==> src/design/rip_pkg.sv <==
// Package for the serial read-pointer port: constants and carried structs
package rip_pkg;
  localparam logic [6:0] RIP_ID_CLOCK = 7'h6f; // 1101111
  localparam logic [6:0] RIP_ID_USER = 7'h57; // 1010111
  localparam logic [7:0] RIP_PTR_RESET = 8'h00;
  localparam logic [7:0] RIP_PTR_LAST = 8'h2f;
  localparam logic [7:0] RIP_PTR_WRAP = 8'h00;
  localparam logic [3:0] RIP_BIT_LAST = 4'h7;
  localparam logic [3:0] RIP_BIT_ACK = 4'h8;
  localparam logic [3:0] RIP_BIT_ZERO = 4'h0;
  localparam int RIP_SYNC_LEN = 3;

  // Sampled bus condition events
  typedef struct packed {
    logic start;
    logic stop;
    logic rise;
    logic fall;
    logic sda;
  } rip_bus_t;

  // Memory access request towards the register file
  typedef struct packed {
    logic rd;
    logic wr;
    logic user;
    logic [7:0] addr;
    logic [7:0] data;
  } rip_mem_t;

  typedef enum logic [2:0] {
    RIP_IDLE = 3'b000,
    RIP_ID = 3'b001,
    RIP_ADDR = 3'b011,
    RIP_WDATA = 3'b010,
    RIP_RDATA = 3'b110,
    RIP_MACK = 3'b111
  } rip_state_t;
endpackage

==> src/design/rip_sync.sv <==
// Three-stage pin synchroniser with agreement-based change detection
`timescale 1ns/1ns
module rip_sync
  import rip_pkg::*;
(
  input wire logic clk_i,
  input wire logic rst_n_i,
  input wire logic pin_i,
  output logic level_o,
  output logic rise_o,
  output logic fall_o
);
  logic [RIP_SYNC_LEN-1:0] stage;
  logic [RIP_SYNC_LEN-1:0] next_stage;
  logic level;
  logic next_level;

  // Shift chain; level moves only when stages two and three agree
  always_comb begin
    next_stage = {stage[RIP_SYNC_LEN-2:0], pin_i};
    next_level = (stage[1] == stage[2]) ? stage[2] : level;
  end

  // Registers idle high like a pulled-up bus
  always_ff @(posedge clk_i or negedge rst_n_i) begin
    if (!rst_n_i) begin
      stage <= '1;
      level <= 1'b1;
    end else begin
      stage <= next_stage;
      level <= next_level;
    end
  end

  assign level_o = level;
  assign rise_o = next_level & ~level;
  assign fall_o = ~next_level & level;
endmodule // rip_sync

==> src/design/rip_port.sv <==
// Serial slave port of a clock device: framing, pointer and read stream
// Behaviour
// - Acknowledge both ID bytes and address byte
// - Send bytes while master acknowledges each
// - Pointer loaded from address, increments per byte
// - Pointer wraps from 2Fh to 00h
// - Port ignores bus in battery-backup mode
// - Supply-monitor indication enters battery-backup mode
// - Write is ID, address, data, all acknowledged
// - Acknowledge only matching seven-bit identifiers
// - Pointer clears to 00h at power-up
// - Bytes shifted most significant bit first
`timescale 1ns/1ns
module rip_port
  import rip_pkg::*;
(
  input wire logic clk_i,
  input wire logic rst_n_i,
  input wire logic scl_i,
  input wire logic sda_i,
  output logic sda_o,
  output logic sda_oe_o,
  input wire logic vdd_low_i,
  output logic backup_o,
  output logic mem_rd_o,
  output logic mem_wr_o,
  output logic mem_user_o,
  output logic [7:0] mem_addr_o,
  output logic [7:0] mem_wdata_o,
  input wire logic [7:0] mem_rdata_i
);
  logic [1:0] rst_sync;
  logic rst_n;
  logic scl_lvl, scl_rise, scl_fall, sda_lvl, sda_rise, sda_fall;
  logic vdd_low_lvl;
  rip_bus_t bus;

  // Reset release through two flops
  always_ff @(posedge clk_i or negedge rst_n_i) begin
    if (!rst_n_i) rst_sync <= 2'b00;
    else rst_sync <= {rst_sync[0], 1'b1};
  end
  assign rst_n = rst_sync[1];

  rip_sync u_scl (.clk_i(clk_i), .rst_n_i(rst_n), .pin_i(scl_i),
    .level_o(scl_lvl), .rise_o(scl_rise), .fall_o(scl_fall));
  rip_sync u_sda (.clk_i(clk_i), .rst_n_i(rst_n), .pin_i(sda_i),
    .level_o(sda_lvl), .rise_o(sda_rise), .fall_o(sda_fall));
  rip_sync u_vdd (.clk_i(clk_i), .rst_n_i(rst_n), .pin_i(~vdd_low_i),
    .level_o(vdd_low_lvl), .rise_o(), .fall_o());

  // Bus conditions: SDA edges while SCL high
  always_comb begin
    bus.start = sda_fall & scl_lvl & ~scl_fall;
    bus.stop = sda_rise & scl_lvl & ~scl_fall;
    bus.rise = scl_rise;
    bus.fall = scl_fall;
    bus.sda = sda_lvl;
  end

  rip_state_t state, next_state;
  logic [3:0] bitcnt, next_bitcnt;
  logic [7:0] shreg, next_shreg;
  logic [7:0] ptr, next_ptr;
  logic rw, next_rw;
  logic user, next_user;
  logic ack_drv, next_ack_drv;
  logic drive, next_drive;
  logic backup, next_backup;
  logic macked, next_macked;
  logic armed, next_armed; // Set by START: the SCL fall that follows is not a bit
  rip_mem_t mem, next_mem;

  // Identifier decode
  function automatic logic id_match(input logic [6:0] id);
    id_match = (id == RIP_ID_CLOCK) || (id == RIP_ID_USER);
  endfunction

  // Pointer advance with wrap
  function automatic logic [7:0] ptr_inc(input logic [7:0] p);
    ptr_inc = (p == RIP_PTR_LAST) ? RIP_PTR_WRAP : p + 8'h01;
  endfunction

  // Next-state logic of the framing engine
  always_comb begin
    next_state = state;
    next_bitcnt = bitcnt;
    next_shreg = shreg;
    next_ptr = ptr;
    next_rw = rw;
    next_user = user;
    next_ack_drv = ack_drv;
    next_drive = drive;
    next_macked = macked;
    next_armed = armed;
    next_mem = '0;
    next_mem.addr = mem.addr;
    next_mem.data = mem.data;
    next_mem.user = mem.user;
    next_backup = ~vdd_low_lvl;
    if (backup) begin
      next_state = RIP_IDLE;
      next_drive = 1'b0;
      next_ack_drv = 1'b0;
    end else if (bus.stop) begin
      next_state = RIP_IDLE;
      next_drive = 1'b0;
      next_ack_drv = 1'b0;
    end else if (bus.start) begin
      next_state = RIP_ID;
      next_armed = 1'b1;
      next_bitcnt = RIP_BIT_ZERO;
      next_drive = 1'b0;
      next_ack_drv = 1'b0;
    end else if (state != RIP_IDLE) begin
      // Receive shifts on rise; while sending, only the master's ack is sampled
      if (bus.rise) begin
        if (state == RIP_RDATA) begin
          if (bitcnt == RIP_BIT_ACK) begin
            next_macked = ~bus.sda;
          end
        end else if (bitcnt <= RIP_BIT_LAST) begin
          next_shreg = {shreg[6:0], bus.sda};
        end
      end
      if (bus.fall && armed) begin
        next_armed = 1'b0;
      end else if (bus.fall) begin
        next_bitcnt = bitcnt + 4'h1;
        next_drive = 1'b0;
        next_ack_drv = 1'b0;
        if (bitcnt == RIP_BIT_LAST && state != RIP_RDATA) begin
          case (state)
            RIP_ID: begin
              if (id_match(shreg[7:1])) begin
                next_ack_drv = 1'b1;
                next_rw = shreg[0];
                next_user = (shreg[7:1] == RIP_ID_USER);
              end else begin
                next_state = RIP_IDLE;
              end
            end
            RIP_ADDR: begin
              next_ack_drv = 1'b1;
              next_ptr = shreg;
            end
            RIP_WDATA: begin
              next_ack_drv = 1'b1;
              next_mem.wr = 1'b1;
              next_mem.addr = ptr;
              next_mem.data = shreg;
              next_mem.user = user;
              next_ptr = ptr_inc(ptr);
            end
            default: begin
            end
          endcase
        end else if (bitcnt == RIP_BIT_ACK) begin
          next_bitcnt = RIP_BIT_ZERO;
          case (state)
            RIP_ID: begin
              if (rw) begin
                next_state = RIP_RDATA;
                next_mem.rd = 1'b1;
                next_mem.addr = ptr;
                next_mem.user = user;
              end else begin
                next_state = RIP_ADDR;
              end
            end
            RIP_ADDR: next_state = RIP_WDATA;
            RIP_WDATA: next_state = RIP_IDLE;
            RIP_RDATA: begin
              if (macked) begin
                next_mem.rd = 1'b1;
                next_mem.addr = ptr;
                next_mem.user = user;
              end else begin
                next_state = RIP_IDLE;
              end
            end
            default: next_state = RIP_IDLE;
          endcase
        end else if (bitcnt == RIP_BIT_LAST && state == RIP_RDATA) begin
          next_ptr = ptr_inc(ptr);
        end
        if (next_state == RIP_RDATA && next_bitcnt <= RIP_BIT_LAST) begin
          next_drive = 1'b1;
        end
      end
      if (mem.rd) begin
        next_shreg = mem_rdata_i;
      end else if (state == RIP_RDATA && bus.fall && bitcnt < RIP_BIT_LAST) begin
        next_shreg = {shreg[6:0], 1'b0};
      end
    end
  end

  // Framing registers
  always_ff @(posedge clk_i or negedge rst_n) begin
    if (!rst_n) begin
      state <= RIP_IDLE;
      bitcnt <= RIP_BIT_ZERO;
      shreg <= 8'h00;
      ptr <= RIP_PTR_RESET;
      rw <= 1'b0;
      user <= 1'b0;
      ack_drv <= 1'b0;
      drive <= 1'b0;
      backup <= 1'b0;
      macked <= 1'b0;
      armed <= 1'b0;
      mem <= '0;
    end else begin
      state <= next_state;
      bitcnt <= next_bitcnt;
      shreg <= next_shreg;
      ptr <= next_ptr;
      rw <= next_rw;
      user <= next_user;
      ack_drv <= next_ack_drv;
      drive <= next_drive;
      backup <= next_backup;
      macked <= next_macked;
      armed <= next_armed;
      mem <= next_mem;
    end
  end

  // Open-drain drive: ack low, data low on zero bits
  assign sda_oe_o = ack_drv | (drive & ~shreg[7]);
  assign sda_o = 1'b0;
  assign backup_o = backup;
  assign mem_rd_o = mem.rd;
  assign mem_wr_o = mem.wr;
  assign mem_user_o = mem.user;
  assign mem_addr_o = mem.addr;
  assign mem_wdata_o = mem.data;

  // Checks on the framing engine
  ptr_wrap_a: assert property (@(posedge clk_i) disable iff (!rst_n)
    (bus.fall && state == RIP_RDATA && bitcnt == RIP_BIT_LAST && ptr == RIP_PTR_LAST
    && !backup) |=> ptr == RIP_PTR_WRAP) else $error("pointer did not wrap");
  backup_quiet_a: assert property (@(posedge clk_i) disable iff (!rst_n)
    backup |=> !sda_oe_o && state == RIP_IDLE) else $error("bus active in backup");
  backup_enter_a: assert property (@(posedge clk_i) disable iff (!rst_n)
    $rose(~vdd_low_lvl) |=> backup) else $error("backup not entered");
  addr_load_a: assert property (@(posedge clk_i) disable iff (!rst_n)
    (bus.fall && state == RIP_ADDR && bitcnt == RIP_BIT_LAST && !backup && !bus.stop)
    |=> ptr == $past(shreg) && ack_drv) else $error("address not loaded");
  id_nack_a: assert property (@(posedge clk_i) disable iff (!rst_n)
    (bus.fall && state == RIP_ID && bitcnt == RIP_BIT_LAST && !id_match(shreg[7:1])
    && !backup && !bus.stop) |=> state == RIP_IDLE && !ack_drv)
    else $error("ack on foreign id");
  stop_idle_a: assert property (@(posedge clk_i) disable iff (!rst_n)
    bus.stop |=> state == RIP_IDLE && !sda_oe_o) else $error("stop not honoured");
  start_frame_a: assert property (@(posedge clk_i) disable iff (!rst_n)
    (bus.start && !backup && !bus.stop) |=> state == RIP_ID && bitcnt == RIP_BIT_ZERO
    && ptr == $past(ptr)) else $error("restart framing wrong");
  nack_end_a: assert property (@(posedge clk_i) disable iff (!rst_n)
    (bus.fall && state == RIP_RDATA && bitcnt == RIP_BIT_ACK && !macked && !backup
    && !bus.stop && !bus.start) |=> state == RIP_IDLE) else $error("read not ended");
  wr_ack_a: assert property (@(posedge clk_i) disable iff (!rst_n)
    (bus.fall && state == RIP_WDATA && bitcnt == RIP_BIT_LAST && !backup && !bus.stop)
    |=> mem.wr && ack_drv) else $error("write not taken");
  rd_cov_c: cover property (@(posedge clk_i) disable iff (!rst_n) mem.rd);
  wr_cov_c: cover property (@(posedge clk_i) disable iff (!rst_n) mem.wr);
  wrap_cov_c: cover property (@(posedge clk_i) disable iff (!rst_n)
    state == RIP_RDATA && ptr == RIP_PTR_WRAP);
endmodule // rip_port

==> config.mk <==
export PLATFORM = sky130hd
export DESIGN_NAME = rip_port
export DESIGN_NICKNAME = d
export VERILOG_FILES = /design/src/design/rip_pkg.sv /design/src/design/rip_sync.sv /design/src/design/rip_port.sv
export SDC_FILE = /design/constraint.sdc
export NUM_CORES = 1
export LEC_CHECK = 0
export BUFFER_PORTS_ARGS = -buffer_cell sky130_fd_sc_hd__clkbuf_2
export CAP_MARGIN = 25
export CORE_UTILIZATION = 40
export CTS_CLUSTER_SIZE = 12
export DETAILED_ROUTE_END_ITERATION = 12
export GPL_ROUTABILITY_DRIVEN = 0
export PLACE_DENSITY = 0.57
export SETUP_SLACK_MARGIN = 0.02
export SYNTH_ARGS = -nofsm -noshare
export SYNTH_HDL_FRONTEND = slang
export SYNTH_SLANG_ARGS = --single-unit
==> constraint.sdc <==
create_clock -name clk_i -period 2.35 [get_ports clk_i]
set_input_delay 0.235 -clock clk_i [delete_from_list [all_inputs] [get_ports clk_i]]
set_output_delay 0.235 -clock clk_i [all_outputs]
set_load 0.02 [all_outputs]
==> results of run 1 <==
power by group:
group	internal, W	switching [W]
clock	0.000519	0.000433
sequential	0.00112	0.0000352
combinational	0.0000399	0.0000497
total	0.00168	0.000518
kinds of logic after synthesis:
logic type                 after synthesis  share of synthesized area (%)
adders and majority gates                5                           1.86
buffers and inverters                   34                           4.64
AOI/OAI and AO/OA                       61                           15.1
DFF                                     63                           51.3
other                                    2                          0.242
muxes                                   36                           12.5
and+or+nand+nor                         79                           14.3
how the worst min path moves through the flow:
stage                   start          end  slack (ns)  cells past startpoint
2_1_floorplan         rst_n_i  rst_sync[0]       -0.06                      0
3_5_place_dp          rst_n_i  rst_sync[0]        0.02                      1
6_report              rst_n_i  rst_sync[1]        0.19                      2
4_1_cts        mem_rdata_i[7]     shreg[7]        0.17                      3
5_1_grt               rst_n_i  rst_sync[1]        0.18                      2
3_3_place_gp          rst_n_i  rst_sync[0]        0.02                      1
synthesized netlist by cell type, types with 4 or more instances:
| cell type | n | area share [%] |
|---|---|---|
| nor2_1 | 10 | 1.2 |
| o211ai_1 | 4 | 0.97 |
| clkbuf_1 | 6 | 0.73 |
| o21ai_0 | 11 | 1.8 |
| a22o_1 | 5 | 1.4 |
| a21oi_1 | 7 | 1.1 |
| mux2_2 | 19 | 6.9 |
| dfrtp_1 | 51 | 41 |
| nor3_1 | 5 | 0.81 |
| nand3_1 | 8 | 1.3 |
| o2111ai_1 | 5 | 1.4 |
| nand2_1 | 25 | 3.0 |
| nand4_1 | 4 | 0.81 |
| mux2i_1 | 16 | 5.2 |
| inv_1 | 22 | 2.7 |
| buf_2 | 4 | 0.65 |
| dfstp_2 | 12 | 10 |
final cells by class:
cell class	count	area, µm²	area share [%]
clock buffer	11	141	3.80
clock inverter	5	56.3	1.51
inverter	22	82.6	2.22
multi-input combinational	183	1370	36.9
sequential	63	1590	42.8
tap	99	124	3.33
timing repair buffer	55	353	9.48
sequential cells by signal, indices dropped and copies added (netlist names), 2 cells and up:
register / count
bitcnt: 4
mem_addr_o: 8
mem_wdata_o: 8
ptr: 8
rst_sync: 2
shreg: 8
state: 3
u_scl.stage: 3
u_sda.stage: 3
u_vdd.stage: 3
per-stage QoR:
stage	total power (W)	worst slack (ns)	utilization, %
2_1_floorplan	0.00122	0.191	-
3_3_place_gp	0.00126	0.193	47.2
3_5_place_dp	0.00126	0.143	47.2
4_1_cts	0.00223	0.105	50.4
5_1_grt	0.00228	0.0885	50.5
6_report	0.00220	0.208	50.5
metal layers:
layer | GRT usage (%) | share of wire (%) | vias to the layer above
met5 | 0 | 0 | -
met4 | 7.26 | 1.9 | 0
met3 | 4.48 | 5.0 | 16
met2 | 26.6 | 44 | 77
met1 | 26.6 | 49 | 1145
li1 | - | - | 1128
cells in the final DEF (no fill, tap or decap), drive strengths merged, types with 3 or more instances in the layout:
cell and n:
o2bb2ai 3, o32ai 3, or3 3, nand3 9
o21ai 11, nand4 4, nand2b 3, ha 3
nor2 10, nor3 5, buf 18, o2111ai 5
dfrtp 51, a22o 5, nand3b 3, o211ai 4
a21o 3, a21oi 7, mux2i 16, dlygate4sd3 4
mux2 20, clkbuf 44, and3b 3, inv 23
nand2 25, o22ai 3, dfstp 12
repair_timing:
action,4_1_cts,5_1_grt
endpoints found under the hold margin,5,0
endpoints found under the setup margin,0,3
hold buffers,4,0
resized for setup,0,1
==> flow_summary_export.csv, run 1 <==
group,metric,value,unit
timing,fmax,467,MHz
worst_setup_path,timing.rr.start,"u_scl.level_o",
power,ir_drop,0.420,mV
clock_tree,clock_latency,0.35,ns
timing,final-max-slew-violation-count,0,
route,drt_wl_total,6870,µm
timing,hold_violations,0,
clock_tree,clock-sinks,63,
die,fp.dieH,90.1,µm
die,pin_count,35,
clock_tree,h-tree-depth,3,
synthesis,syn-num-nets,296,
worst_setup_path,timing.critical_path.required,2.61,ns
global_routing,grt_pass1_vias,2264,
global_routing,gr-total-overflow,0,
clock_tree,postCtsSetupBuffers,0,
worst_setup_path,worst-path-stages,5,
worst_setup_path,cp_max_fo,7,
worst_setup_path,end_kind,"flip-flop",
clock_tree,cts_buffers,9,
run_status,outcome,"complete, no violations",
synthesis,yosysWarnings,0,
global_routing,grt_max_degree,38,
timing,min_period_over_period,91.1,%
clock_tree,tritoncts,"built",
timing,tns,0,ns
worst_setup_path,critical_path.endpoint,"mem_addr_o[7]",
placed_design,dp.cells,418,
clock_tree,clk_path_buf_depth,2,
worst_setup_path,cp-start-kind,"flip-flop",
worst_setup_path,path_delay_family,"flip-flops",
route,wl_per_cell,15.7,µm
timing,period_needed,2.14,ns
synthesis,synth_cell_types,61,
finish,nets,350,
timing,slew-limit-headroom,44.3,%
worst_setup_path,critPathLaunch,"u_scl.level_o",
finish,fillers,685,
worst_setup_path,max_stage_delay,0.58,ns
worst_setup_path,setup.worst_path.class,"flip-flop to flip-flop",
global_routing,grt_pass1_wl,11700,µm
worst_setup_path,worst_ep_arrival_time,2.40,ns
route,drcViolationCount,0,
worst_setup_path,r2r_slack,0.21,ns
finish,diodes,0,
worst_setup_path,cp.buffers_inverters,1,
worst_setup_path,ff2ff_path_depth,5,
placed_design,hpwl,4940,µm
die,core-area,0.00737,mm²
route,avgViaCountPerCell,5.40,
die,rows,31,
clock_tree,root_buffer,"clkbuf_8",
finish,drive_above_1_share,31.6,%
global_routing,grt.total_usage,18.5,%
synthesis,synthArstFlopShare,100,%
die,die_area,0.00811,mm²
die,start_util,42.1,%
timing,rsz0062_at_grt,"no",
synthesis,synth_edf_count,0,
worst_hold_path,hold_path.class,"input port to async pin",
power,p_per_area,590,mW/mm²
synthesis,avgSynthCellArea,11.1,µm²
synthesis,synth_area,0.00310,mm²
worst_setup_path,slowest_stage,"dfstp_2",
synthesis,ys_seq_area_share,51.3,%
route,drt_iter0_drc,212,
synthesis,synth_cells,280,
worst_setup_path,crit_chain,"or4b_4, a2111oi_4, a21boi_4, buf_4, mux2i_1",
placed_design,detailed_place.area,0.00348,mm²
synthesis,ys_seq_elements,63,
route,num_vias,2366,
job,max_cap_violations,0,
route,ant_nets,0,
timing,setup_viol,0,
finish,final_area,0.00372,mm²
timing,tightest_slew,0.836,ns
placed_design,port_buffers,33,
finish,syn_to_final_growth,20.0,%
die,die_w,90.1,µm
global_routing,antenna_found_initial,0,
timing,holdWs,0.187,ns
timing,clock_skew,0.0136,ns
route,first_pass_iters,4,
clock_tree,clkTransAtPathRegs,0.07,ns
power,power.leakage,1.66,nW
synthesis,synth_top_flop_cell,"dfrtp_1",
worst_setup_path,reg2reg_to,"mem_addr_o[7]",
finish,stdcell_count,438,
Power figures use the tool's default switching activity.
==> run 2: changes to the inputs <==
==> constraint.sdc (replaced) <==
create_clock -name clk_i -period 2.35 [get_ports clk_i]
set_input_delay 0.47 -clock clk_i [delete_from_list [all_inputs] [get_ports clk_i]]
set_output_delay 0.47 -clock clk_i [all_outputs]
set_load 0.02 [all_outputs]
==> run 2 against run 1 <==
- sequential share of layout area up 0.35 points
- final area down 0.81%
- routed wire length is essentially flat
- setup slack gained 0.0080 ns
- die area stayed put
- utilization decreased by 0.41 points
- clock power is 0.4% lower
- critical path type unchanged
- critical endpoint unchanged
- largest cell class unchanged
==> flow_summary_export.csv, run 2 (synthesis results as in run 1) <==
group,metric,value,unit
run_status,outcome,"complete, no violations",
clock_tree,cts_buffers,9,
worst_setup_path,cp_max_fo,7,
die,core-area,0.00737,mm²
route,num_vias,2332,
power,power.leakage,1.65,nW
placed_design,port_buffers,33,
timing,final-max-slew-violation-count,0,
route,avgViaCountPerCell,5.36,
finish,syn_to_final_growth,19.1,%
finish,nets,347,
placed_design,preCtsSetupSlack,0.143,ns
global_routing,grt_pass1_vias,2264,
route,drt_iter0_drc,165,
worst_setup_path,setup.worst_path.class,"flip-flop to flip-flop",
clock_tree,root_buffer,"clkbuf_8",
finish,regArea,0.00159,mm²
clock_tree,clock-sinks,63,
route,ant_nets,0,
power,p_per_area,592,mW/mm²
timing,clock_skew,0.0139,ns
timing,fmax,469,MHz
clock_tree,clock_latency,0.35,ns
timing,hold_violations,0,
finish,multi_input_area,0.00137,mm²
die,die_area,0.00811,mm²
finish,fillers,688,
global_routing,grt_pass1_wl,11700,µm
job,max_cap_violations,0,
timing,slew-limit-headroom,43.2,%
clock_tree,clk_path_buf_depth,2,
route,drt_wl_total,6870,µm
placed_design,hpwl,4940,µm
die,die_w,90.1,µm
clock_tree,clkTransAtPathRegs,0.07,ns
timing,tightest_slew,0.852,ns
die,pin_count,35,
clock_tree,h-tree-depth,3,
worst_setup_path,worst_ep_arrival_time,2.39,ns
worst_setup_path,timing.critical_path.required,2.61,ns
die,rows,31,
timing,setup_viol,0,
worst_setup_path,end_kind,"flip-flop",
timing,min_period_over_period,90.8,%
worst_setup_path,cp-start-kind,"flip-flop",
worst_hold_path,hold_path.class,"input port to flip-flop",
global_routing,gr-total-overflow,0,
timing,period_needed,2.13,ns
timing,setup_slack,0.216,ns
finish,final_common_cell,"dfrtp_1",
timing,tns,0,ns
global_routing,antenna_found_initial,0,
die,fp.dieH,90.1,µm
global_routing,grt.total_usage,18.5,%
finish,drive_above_1_share,31.8,%
finish,mostFrequentLayoutCells,"dfrtp_1 (50), clkbuf_2 (33), nand2_1 (25), inv_1 (22), mux2_2 (19)",
clock_tree,tritoncts,"built",
finish,diodes,0,
route,wl_per_cell,15.8,µm
global_routing,grt_max_degree,38,
route,first_pass_iters,4,
timing,rsz0062_at_grt,"no",
route,drcViolationCount,0,
die,start_util,42.1,%
power,ir_drop,0.419,mV
[run 2: cell types whose count changed in the layout (fill, tap and decap cells not counted)]
cell           change
dlygate4sd3_1      -3
[run 2: power breakdown]
group | switching, W | internal, W | leakage [nW]
Clock | 0.000430 | 0.000519 | 0.0997
Combinational | 0.0000490 | 0.0000367 | 0.781
Sequential | 0.0000354 | 0.00112 | 0.770
Total | 0.000514 | 0.00167 | 1.65
[run 2: through the flow]
step,instance area (µm²),std cells,power (W),utilization (%),hold WS (ns)
floorplan,3100,280,0.00122,-,0.174
global placement,3480,418,0.00126,47.2,0.257
detailed placement,3480,418,0.00126,47.2,0.259
CTS,3690,435,0.00222,50.0,0.178
global route,3690,435,0.00228,50.1,0.174
finish,3690,435,0.00219,50.1,0.200
[run 2: final timing paths]
path | from | endpoint | slack, ns | depth (start not counted)
hold reg to reg | u_scl.stage[0] | u_scl.stage[1] | 0.36 | 0
min in group asynchronous | rst_sync[1] | mem_wdata_o[5] | 0.38 | 0
max in group asynchronous | rst_sync[1] | shreg[4] | 1.34 | 1
setup / recovery | u_scl.level_o | mem_addr_o[7] | 0.22 | 5
setup reg to reg | u_scl.level_o | mem_addr_o[7] | 0.22 | 5
hold / removal | scl_i | u_scl.stage[0] | 0.20 | 1
[run 2: layout make-up]
| class | count | share of cell area, % |
|---|---|---|
| clock buffer | 11 | 3.83 |
| clock inverter | 5 | 1.52 |
| inverter | 22 | 2.24 |
| multi-input combinational | 183 | 37.2 |
| sequential | 63 | 43.1 |
| tap | 99 | 3.35 |
| timing repair buffer | 52 | 8.74 |
[run 2: per-layer routing]
metal  track usage (%)  vias up  wire length [µm]
li1                  -     1124                 -
met1              26.6     1125              3290
met2              26.6       77              3120
met3              4.48        6               394
met4              7.26        0                65
met5                 0        -                 0
[run 2: worst max-delay path: stages, from the launching register on]
cell       delay [ns]
dfstp_2          0.57
or4b_4           0.51
a2111oi_4        0.28
a21boi_4         0.27
buf_4            0.20
mux2i_1          0.20
[run 2: what timing repair did]
action	in CTS	in global routing
endpoints found under the hold margin	2	0
hold buffers	1	0
setup endpoints to repair	0	3
buffers inserted	0	0
gates resized for setup	0	1
